## src/altmux_pkg.sv

```systemverilog
// Function
// - timer C pwm wave drives port three bit 6 in pwm mode
// - uart B request-to-send drives port three bit 6; latch bit resets 0
// - spi clock on port three bit 6: driven as master, received as slave
// - port three bit 5 is timer B external count input in counter mode
// - port three bit 5 is uart A clear-to-send input; resets to 1
// - spi serial data out drives port three bit 5 in both spi modes
// - port three bit 5 feeds quadrature Y phase B when quad enabled
// - port three bit 4 is timer A count input in counter mode; that input resets 0
// - uart A request-to-send drives port three bit 4
// - spi serial data in is received on port three bit 4
// - port three bit 4 feeds quadrature Y phase A when quad enabled
// - port three bit 3 delivers external interrupt B; resets to 1
// - port three bit 2 delivers external interrupt A; resets to 1
// - uart A transmit data drives port three bit 1; resets to 1
// - port three bit 1 feeds quadrature X phase B when quad enabled
// - port three bit 0 carries uart A receive data; resets to 1
// - port three bit 0 feeds quadrature X phase A when quad enabled
// - with and-select set, port one bit 7 outputs AND of (port zero | mask)
// - rf tx/rx indicator on port one bit 7 unless and-select is set, its inverse on bit 6
// - port one bits 4 and 3 feed quadrature Z phases B and A
// - sleep crystal select turns port one bit 4 into crystal input only
// - port one bit 5 is plain read/write gpio, reset value 1
package altmux_pkg;
    // register byte offsets
    localparam logic [7:0] OFS_P3_LATCH = 8'h00;
    localparam logic [7:0] OFS_P1_LATCH = 8'h04;
    localparam logic [7:0] OFS_P3_DIR   = 8'h08;
    localparam logic [7:0] OFS_P1_DIR   = 8'h0c;
    localparam logic [7:0] OFS_FUNC     = 8'h10;
    localparam logic [7:0] OFS_P0_SEL   = 8'h14;
    localparam logic [7:0] OFS_P3_PINS  = 8'h18;
    localparam logic [7:0] OFS_P1_PINS  = 8'h1c;
    // reset values
    localparam logic [7:0] RST_P3_LATCH = 8'h3f;
    localparam logic [7:0] RST_P1_LATCH = 8'hff;
    localparam logic [7:0] RST_DIR      = 8'h00;
    localparam logic [9:0] RST_FUNC     = 10'h000;
    localparam logic [8:0] RST_P0_SEL   = 9'h000;
    localparam logic [7:0] RST_SYNC     = 8'hff;
    // function control bit positions
    localparam int F_PWM_C   = 0;
    localparam int F_UART_B  = 1;
    localparam int F_SPI     = 2;
    localparam int F_SPI_MST = 3;
    localparam int F_CNT_B   = 4;
    localparam int F_UART_A  = 5;
    localparam int F_QUAD    = 6;
    localparam int F_CNT_A   = 7;
    localparam int F_RF_IND  = 8;
    localparam int F_XTAL    = 9;
    localparam int FUNC_W    = 10;
    // and-select position in the port zero select register
    localparam int SEL_AND   = 8;
    localparam int SYNC_LAT  = 3;
endpackage : altmux_pkg

```

## src/pin_sync_if.sv

```systemverilog
interface pin_sync_if;
    logic [15:0] raw;
    logic [15:0] synced;
    modport core (output raw, input synced);
    modport sync (input raw, output synced);
endinterface : pin_sync_if

```

## src/pin_sync.sv

```systemverilog
module pin_sync
    import altmux_pkg::*;
(
    // clock and reset
    input  wire logic clk,
    input  wire logic resetn,
    // pins in, synced out
    pin_sync_if.sync  ps
);
    logic [15:0] s1_q, s1_d;
    logic [15:0] s2_q, s2_d;

    // the first stage feeds only the second stage
    genvar i;
    for (i = 0; i < 16; i++) begin : g_bit
        always_comb begin
            s1_d[i] = ps.raw[i];
            s2_d[i] = s1_q[i];
        end
    end

    always_ff @(posedge clk) begin
        if (!resetn) begin
            s1_q <= {RST_SYNC, RST_SYNC};
            s2_q <= {RST_SYNC, RST_SYNC};
        end else begin
            s1_q <= s1_d;
            s2_q <= s2_d;
        end
    end

    assign ps.synced = s2_q;
endmodule : pin_sync

```

## src/port_alt_function_mux.sv

```systemverilog
// The implementer's own choices: the register addresses and the APB slave port.
module port_alt_function_mux
    import altmux_pkg::*;
(
    // clock and reset
    input  wire logic        CLK,
    input  wire logic        RESETN,
    // apb slave
    input  wire logic        PSEL,
    input  wire logic        PENABLE,
    input  wire logic        PWRITE,
    input  wire logic [7:0]  PADDR,
    input  wire logic [31:0] PWDATA,
    output logic      [31:0] PRDATA,
    output logic             PREADY,
    output logic             PSLVERR,
    // package pins
    input  wire logic [7:0]  P3_PIN_IN,
    output logic      [7:0]  P3_PIN_OUT,
    output logic      [7:0]  P3_PIN_OE,
    input  wire logic [7:0]  P1_PIN_IN,
    output logic      [7:0]  P1_PIN_OUT,
    output logic      [7:0]  P1_PIN_OE,
    // peripheral outputs heading for pins
    input  wire logic        TIMER_C_WAVE_OUT,
    input  wire logic        UART_B_REQUEST_TO_SEND,
    input  wire logic        SERIAL_PERIPH_CLOCK_OUT,
    input  wire logic        SERIAL_PERIPH_DATA_OUT,
    input  wire logic        UART_A_REQUEST_TO_SEND,
    input  wire logic        UART_A_TX_DATA,
    input  wire logic        RF_TXRX_INDICATOR,
    input  wire logic [7:0]  PORT_ZERO,
    // pin inputs heading for peripherals
    output logic             SERIAL_PERIPH_CLOCK_IN,
    output logic             SERIAL_PERIPH_DATA_IN,
    output logic             TIMER_B_COUNT_IN,
    output logic             TIMER_A_COUNT_IN,
    output logic             UART_A_CLEAR_TO_SEND,
    output logic             UART_A_RX_DATA,
    output logic             EXT_IRQ_A,
    output logic             EXT_IRQ_B,
    output logic             QUAD_X_PHASE_A,
    output logic             QUAD_X_PHASE_B,
    output logic             QUAD_Y_PHASE_A,
    output logic             QUAD_Y_PHASE_B,
    output logic             QUAD_Z_PHASE_A,
    output logic             QUAD_Z_PHASE_B,
    output logic             SLEEP_CRYSTAL_IN
);
    import altmux_pkg::*;

    function automatic logic hit(input logic [7:0] a, input logic [7:0] o);
        return a == o;
    endfunction : hit

    pin_sync_if ps ();
    assign ps.raw = {P1_PIN_IN, P3_PIN_IN};

    pin_sync u_sync (
        .clk    (CLK),
        .resetn (RESETN),
        .ps     (ps)
    );

    logic [7:0] p3s;
    logic [7:0] p1s;
    assign p3s = ps.synced[7:0];
    assign p1s = ps.synced[15:8];

    // ---------------- register file ----------------
    logic [7:0]        p3_lat_q, p3_lat_d;
    logic [7:0]        p1_lat_q, p1_lat_d;
    logic [7:0]        p3_dir_q, p3_dir_d;
    logic [7:0]        p1_dir_q, p1_dir_d;
    logic [FUNC_W-1:0] func_q, func_d;
    logic [8:0]        port_zero_select_reg_q, port_zero_select_reg_d;
    logic [31:0]       rdata_q, rdata_d;
    logic              ready_q, ready_d;
    logic              err_q, err_d;
    logic              acc, wr, mapped;

    always_comb begin
        acc      = PSEL && PENABLE && !ready_q;
        wr       = PSEL && PENABLE && ready_q && PWRITE && !err_q;
        p3_lat_d = p3_lat_q;
        p1_lat_d = p1_lat_q;
        p3_dir_d = p3_dir_q;
        p1_dir_d = p1_dir_q;
        func_d   = func_q;
        port_zero_select_reg_d  = port_zero_select_reg_q;
        rdata_d  = rdata_q;
        mapped   = 1'b1;
        ready_d  = acc;
        if (hit(PADDR, OFS_P3_LATCH)) begin
            rdata_d = {24'h000000, p3_lat_q};
            if (wr) p3_lat_d = PWDATA[7:0];
        end else if (hit(PADDR, OFS_P1_LATCH)) begin
            rdata_d = {24'h000000, p1_lat_q};
            if (wr) p1_lat_d = PWDATA[7:0];
        end else if (hit(PADDR, OFS_P3_DIR)) begin
            rdata_d = {24'h000000, p3_dir_q};
            if (wr) p3_dir_d = PWDATA[7:0];
        end else if (hit(PADDR, OFS_P1_DIR)) begin
            rdata_d = {24'h000000, p1_dir_q};
            if (wr) p1_dir_d = PWDATA[7:0];
        end else if (hit(PADDR, OFS_FUNC)) begin
            rdata_d = {22'h000000, func_q};
            if (wr) func_d = PWDATA[FUNC_W-1:0];
        end else if (hit(PADDR, OFS_P0_SEL)) begin
            rdata_d = {23'h000000, port_zero_select_reg_q};
            if (wr) port_zero_select_reg_d = PWDATA[8:0];
        end else if (hit(PADDR, OFS_P3_PINS)) begin
            rdata_d = {24'h000000, p3s};
        end else if (hit(PADDR, OFS_P1_PINS)) begin
            rdata_d = {24'h000000, p1s};
        end else begin
            rdata_d = 32'h00000000;
            mapped  = 1'b0;
        end
        if (!acc) rdata_d = rdata_q;
        err_d = acc ? !mapped : (ready_q ? 1'b0 : err_q);
    end

    always_ff @(posedge CLK) begin
        if (!RESETN) begin
            p3_lat_q <= RST_P3_LATCH;
            p1_lat_q <= RST_P1_LATCH;
            p3_dir_q <= RST_DIR;
            p1_dir_q <= RST_DIR;
            func_q   <= RST_FUNC;
            port_zero_select_reg_q  <= RST_P0_SEL;
            rdata_q  <= 32'h00000000;
            ready_q  <= 1'b0;
            err_q    <= 1'b0;
        end else begin
            p3_lat_q <= p3_lat_d;
            p1_lat_q <= p1_lat_d;
            p3_dir_q <= p3_dir_d;
            p1_dir_q <= p1_dir_d;
            func_q   <= func_d;
            port_zero_select_reg_q  <= port_zero_select_reg_d;
            rdata_q  <= rdata_d;
            ready_q  <= ready_d;
            err_q    <= err_d;
        end
    end

    assign PRDATA  = rdata_q;
    assign PREADY  = ready_q;
    // err_q is only ever high in the cycle that ready_q is high
    assign PSLVERR = err_q;

    // ---------------- pin multiplexing ----------------
    logic [7:0] p3o_q, p3o_d, p3e_q, p3e_d;
    logic [7:0] p1o_q, p1o_d, p1e_q, p1e_d;
    logic [14:0] pin_q, pin_d;
    logic        and_v;

    always_comb begin
        p3o_d = p3_lat_q;
        p3e_d = p3_dir_q;
        p1o_d = p1_lat_q;
        p1e_d = p1_dir_q;
        and_v = &(PORT_ZERO | port_zero_select_reg_q[7:0]);
        // bit 6 order: pwm, then uart B, then spi clock
        if (func_q[F_PWM_C]) begin
            p3o_d[6] = TIMER_C_WAVE_OUT;
            p3e_d[6] = 1'b1;
        end else if (func_q[F_UART_B]) begin
            p3o_d[6] = UART_B_REQUEST_TO_SEND;
            p3e_d[6] = 1'b1;
        end else if (func_q[F_SPI]) begin
            p3o_d[6] = SERIAL_PERIPH_CLOCK_OUT;
            p3e_d[6] = func_q[F_SPI_MST];
        end
        // bit 5 inputs never fight the spi data driver
        if (func_q[F_SPI]) begin
            p3o_d[5] = SERIAL_PERIPH_DATA_OUT;
            p3e_d[5] = 1'b1;
        end else if (func_q[F_UART_A] || func_q[F_CNT_B]
                     || func_q[F_QUAD]) begin
            p3e_d[5] = 1'b0;
        end
        if (func_q[F_UART_A]) begin
            p3o_d[4] = UART_A_REQUEST_TO_SEND;
            p3e_d[4] = 1'b1;
            p3o_d[1] = UART_A_TX_DATA;
            p3e_d[1] = 1'b1;
            p3e_d[0] = 1'b0;
        end else begin
            if (func_q[F_SPI] || func_q[F_CNT_A] || func_q[F_QUAD])
                p3e_d[4] = 1'b0;
            if (func_q[F_QUAD]) begin
                p3e_d[1] = 1'b0;
                p3e_d[0] = 1'b0;
            end
        end
        // port one bit 7: and-output, then rf indicator
        if (port_zero_select_reg_q[SEL_AND]) begin
            p1o_d[7] = and_v;
            p1e_d[7] = 1'b1;
        end else if (func_q[F_RF_IND]) begin
            p1o_d[7] = RF_TXRX_INDICATOR;
            p1e_d[7] = 1'b1;
        end
        if (func_q[F_RF_IND]) begin
            p1o_d[6] = !RF_TXRX_INDICATOR;
            p1e_d[6] = 1'b1;
        end
        if (func_q[F_XTAL]) begin
            p1o_d[4] = 1'b0;
            p1e_d[4] = 1'b0;
        end else if (func_q[F_QUAD]) begin
            p1e_d[4] = 1'b0;
        end
        if (func_q[F_QUAD]) p1e_d[3] = 1'b0;
        // idle level 1 for uart and interrupt inputs, 0 for the rest
        pin_d[0]  = func_q[F_SPI] ? p3s[6] : 1'b0;
        pin_d[1]  = func_q[F_SPI] ? p3s[4] : 1'b0;
        pin_d[2]  = func_q[F_CNT_B] ? p3s[5] : 1'b0;
        pin_d[3]  = func_q[F_CNT_A] ? p3s[4] : 1'b0;
        pin_d[4]  = func_q[F_UART_A] ? p3s[5] : 1'b1;
        pin_d[5]  = func_q[F_UART_A] ? p3s[0] : 1'b1;
        pin_d[6]  = p3_dir_q[2] ? 1'b1 : p3s[2];
        pin_d[7]  = p3_dir_q[3] ? 1'b1 : p3s[3];
        pin_d[8]  = func_q[F_QUAD] ? p3s[0] : 1'b0;
        pin_d[9]  = func_q[F_QUAD] ? p3s[1] : 1'b0;
        pin_d[10] = func_q[F_QUAD] ? p3s[4] : 1'b0;
        pin_d[11] = func_q[F_QUAD] ? p3s[5] : 1'b0;
        pin_d[12] = func_q[F_QUAD] ? p1s[3] : 1'b0;
        pin_d[13] = func_q[F_QUAD] && !func_q[F_XTAL] ? p1s[4] : 1'b0;
        // a crystal is no logic level; this only tracks it for the timer
        pin_d[14] = func_q[F_XTAL] ? p1s[4] : 1'b0;
    end

    always_ff @(posedge CLK) begin
        if (!RESETN) begin
            p3o_q <= RST_P3_LATCH;
            p3e_q <= RST_DIR;
            p1o_q <= RST_P1_LATCH;
            p1e_q <= RST_DIR;
            pin_q <= 15'h00f0;
        end else begin
            p3o_q <= p3o_d;
            p3e_q <= p3e_d;
            p1o_q <= p1o_d;
            p1e_q <= p1e_d;
            pin_q <= pin_d;
        end
    end

    assign P3_PIN_OUT = p3o_q;
    assign P3_PIN_OE  = p3e_q;
    assign P1_PIN_OUT = p1o_q;
    assign P1_PIN_OE  = p1e_q;
    assign SERIAL_PERIPH_CLOCK_IN = pin_q[0];
    assign SERIAL_PERIPH_DATA_IN  = pin_q[1];
    assign TIMER_B_COUNT_IN       = pin_q[2];
    assign TIMER_A_COUNT_IN       = pin_q[3];
    assign UART_A_CLEAR_TO_SEND   = pin_q[4];
    assign UART_A_RX_DATA         = pin_q[5];
    assign EXT_IRQ_A              = pin_q[6];
    assign EXT_IRQ_B              = pin_q[7];
    assign QUAD_X_PHASE_A         = pin_q[8];
    assign QUAD_X_PHASE_B         = pin_q[9];
    assign QUAD_Y_PHASE_A         = pin_q[10];
    assign QUAD_Y_PHASE_B         = pin_q[11];
    assign QUAD_Z_PHASE_A         = pin_q[12];
    assign QUAD_Z_PHASE_B         = pin_q[13];
    assign SLEEP_CRYSTAL_IN       = pin_q[14];

    // ---------------- checks ----------------
    // cycles since reset, so pin history predates no reset
    logic [2:0] age_q;
    always_ff @(posedge CLK) begin
        if (!RESETN) age_q <= 3'h0;
        else if (age_q != 3'h4) age_q <= age_q + 3'h1;
    end
    logic run;
    assign run = age_q == 3'h4;
endmodule : port_alt_function_mux

```

## config.mk

```make
export PLATFORM = sky130hd
export DESIGN_NAME = port_alt_function_mux
export DESIGN_NICKNAME = d
export VERILOG_FILES = /design/src/altmux_pkg.sv /design/src/pin_sync_if.sv /design/src/pin_sync.sv /design/src/port_alt_function_mux.sv
export SDC_FILE = /design/constraint.sdc
export NUM_CORES = 1
export LEC_CHECK = 0
export BUFFER_PORTS_ARGS = -buffer_cell sky130_fd_sc_hd__buf_2
export CAP_MARGIN = 25
export CORE_ASPECT_RATIO = 1.2
export CORE_UTILIZATION = 52
export CTS_CLUSTER_DIAMETER = 60
export DETAILED_ROUTE_END_ITERATION = 10
export PLACE_DENSITY = 0.8
export SKIP_CTS_REPAIR_TIMING = 1
export SLEW_MARGIN = 25
export SYNTH_ARGS = -nofsm -noshare
export SYNTH_HDL_FRONTEND = slang
export SYNTH_SLANG_ARGS = --single-unit
```

## constraint.sdc

```tcl
create_clock -name CLK -period 1.7 [get_ports CLK]
set_input_delay 0.085 -clock CLK [delete_from_list [all_inputs] [get_ports CLK]]
set_output_delay 0.085 -clock CLK [all_outputs]
set_load 0.02 [all_outputs]
```

==> run metrics <==
status=finished, violations left; failing checks=hold timing; Req. time, crit path=just over 2000 ps; Die ar.=about 11000 um2; Compound-Gate Fraction of Synth Area=12.66%; hold_ws=-2.415 ps; GR Util met3=under 10%; Synth top cells by count=dfxtp_1 (142), nand3_1 (42), o21ai_0 (40); Cell Area, Synth=between 5000 and 6000 um2; Worst Path Arrival=~1900 ps; Die Height=approximately 110 um; drt wl/cell=between 15 and 20 um; Setup violations, final=0; r2r startpoint=PREADY; Syn. warnings=0; GRT busiest layer=met2; crit path capture type=register; final hold vios=1; post-route ant nets=0; Rows=40; sequential-to-total area share from yosys stat=51.45%; GR Util met2=a little under 50%; clock tree sinks=142; share of layout cells above drive strength 1=25.21%; Gate Count Post-Synth=573; leak pwr=3.029 nW; top_reg_cell synth=dfxtp_1; DIE WIDTH=96.10 um; Reg2Reg Setup Slack=between 100 and 150 ps; Tcrit/Tclk final=between 90% and 100%; vias in the first global route=4514; Layout area overhead=26.92%; M1 GR Usage=approximately 36%; Core ar.=between 10000 and 15000 um2; f_max=between 600 and 700 MHz; vias per cell=~5.8; drt drc=0; unrepaired setup endpoints after global routing=no; Hold Crit Class=input port to register; min Tclk post-route=around 1600 ps; Setup crit start kind=register; peak supply drop=0.0007405 V; syn_area_per_cell=approximately 9.6 um2; TritonCTS clock tree=yes; mux contribution to synthesized area=between 8 and 9%; final max-slew violation count=0; Nets=~790; Yosys cell types=52; Post-synth EDFFs=0; HP Start=PORT_ZERO[0]; top cell type by total area after synthesis=dfxtp_1; share of the synthesized area in the top cell type=51.45%; Hold Crit Depth=3; largest family of logic cells by synthesized area=simple AND/OR/NAND/NOR gates; WS Path Type=register to register; ANT cells=0; Port Buffers=112; synthesis-stage register bit count=142; Reg2Reg Depth=4; Synth area leaders=dfxtp_1 (51%), mux2i_1 (5.3%), nand2b_1 (4.4%); Final Wtd Congestion=around 0.96; WL final=between 15000 and 20000 um; count leader, synth=dfxtp_1; Max-Cap Viols=0; Clock Latency Late Sink=about 420 ps; root buffer cell=clkbuf_16; fillers=between 700 and 800; Final WS setup=~140 ps; CTS max path bufs=2; I/O pins=~160; dpl ws=roughly 66 ps; Worst Skew=just under 6 ps; setup TNS=0 ps; H-tree depth=4; grt total ovfl=0; PD cells=about 1000 nW/um2; XOR/XNOR share of the synthesized area=0%; Power Total=approximately 0.0073 W; clock-pin transition on the worst setup and hold timing paths=60 ps; ys async rst share=0%; TritonCTS buffer count=17; WHS Endpoint=P1_PIN_OUT[7]; initial DRC count=466; pin count of the biggest net entering global routing=between 90 and 100; Total GRT Usage=a little under a third; Synth Area in Adders=0%; via count=around 5000; CP max FO=8; first-pass GRT wire length=roughly 24000 um; DR pass1 iterations=5; Simple-Gate Fraction of Synth Area=20.90%; DP Wirelength=around 12000 um; reg-to-reg endpoint=p3_dir_q[1]; initial antenna violation count=0; starting density of the core=54.38%
-- cells in the final DEF, fill, tap and decap left out, types with 23 or more instances in the layout --
master         count
buf_2            112
dfxtp_1          142
a21oi_1           36
nor2_1            26
o21ai_0           40
dlygate4sd3_1     23
mux2i_1           29
nand3_1           42
buf_4             29
nand2b_1          39
-- power breakdown --
group / total [W] / internal (W) / switching [W] / leakage, nW
clock: 0.00345 / 0.00207 / 0.00138 / 0.256
combinational: 0.000497 / 0.000192 / 0.000305 / 1.62
sequential: 0.00339 / 0.00337 / 0.0000180 / 1.15
total: 0.00733 / 0.00563 / 0.00171 / 3.03
-- per-stage QoR --
stage	utilization [%]	std cells	hold slack [ps]	cell area, um2
6_report	69.03	852	-2.415	7013
5_1_grt	69.03	852	17.63	7013
4_1_cts	66.75	829	-165.0	6782
3_5_place_dp	61.35	799	268.0	6233
3_3_place_gp	61.35	799	264.0	6233
2_1_floorplan	-	594	186.5	5604
-- worst max-delay path: stages, from the launching register on --
cell     delay, ps
dfxtp_1        370
and4b_2        390
and2_0         410
nand4_1        170
a21oi_1        160
-- sequential cells by signal, indices dropped and copies added (netlist names) --
name	cells
P3_PIN_OE	8
PRDATA	10
port_zero_select_reg_q	9
p3_lat_q	8
PSLVERR	1
P3_PIN_OUT	8
u_sync.s1_q	16
p1_dir_q	8
pin_q	15
P1_PIN_OUT	8
p1_lat_q	8
PREADY	1
func_q	10
p3_dir_q	8
u_sync.ps.synced	16
P1_PIN_OE	8
-- worst max path at each step --
| stage | from | end | slack, ps | cells past startpoint |
|---|---|---|---|---|
| after floorplan | PREADY | p1_dir_q[5] | 10 | 7 |
| after global placement | PADDR[1] | p3_dir_q[7] | 110 | 5 |
| after detailed placement | PADDR[1] | p3_dir_q[1] | 70 | 5 |
| after CTS | PREADY | p3_dir_q[1] | 100 | 4 |
| after global routing | PREADY | PRDATA[5] | 50 | 4 |
| final | PREADY | p3_dir_q[1] | 140 | 4 |
-- layout make-up --
type | count | area [um2] | area share, %
clock buffers | 20 | 456.7 | 6.512
clock inverters | 10 | 91.34 | 1.302
inverters | 7 | 26.28 | 0.3747
multi-input cells | 381 | 2390 | 34.08
flip-flops and latches | 142 | 2843 | 40.54
well taps | 126 | 157.7 | 2.248
repair buffers | 166 | 1049 | 14.95
-- per-layer routing --
metal	vias to the layer above	wire length, um
li1	2275	-
met1	2319	6578
met2	260	8267
met3	56	1118
met4	0	773
met5	-	0
-- logic make-up after synthesis --
| group | Yosys count |
|---|---|
| buffers and inverters | 71 |
| and+or+nand+nor | 204 |
| muxes | 37 |
| AOI/OAI and AO/OA | 118 |
| other | 1 |
| DFF | 142 |
No activity file was read; power rests on OpenSTA's default activity.
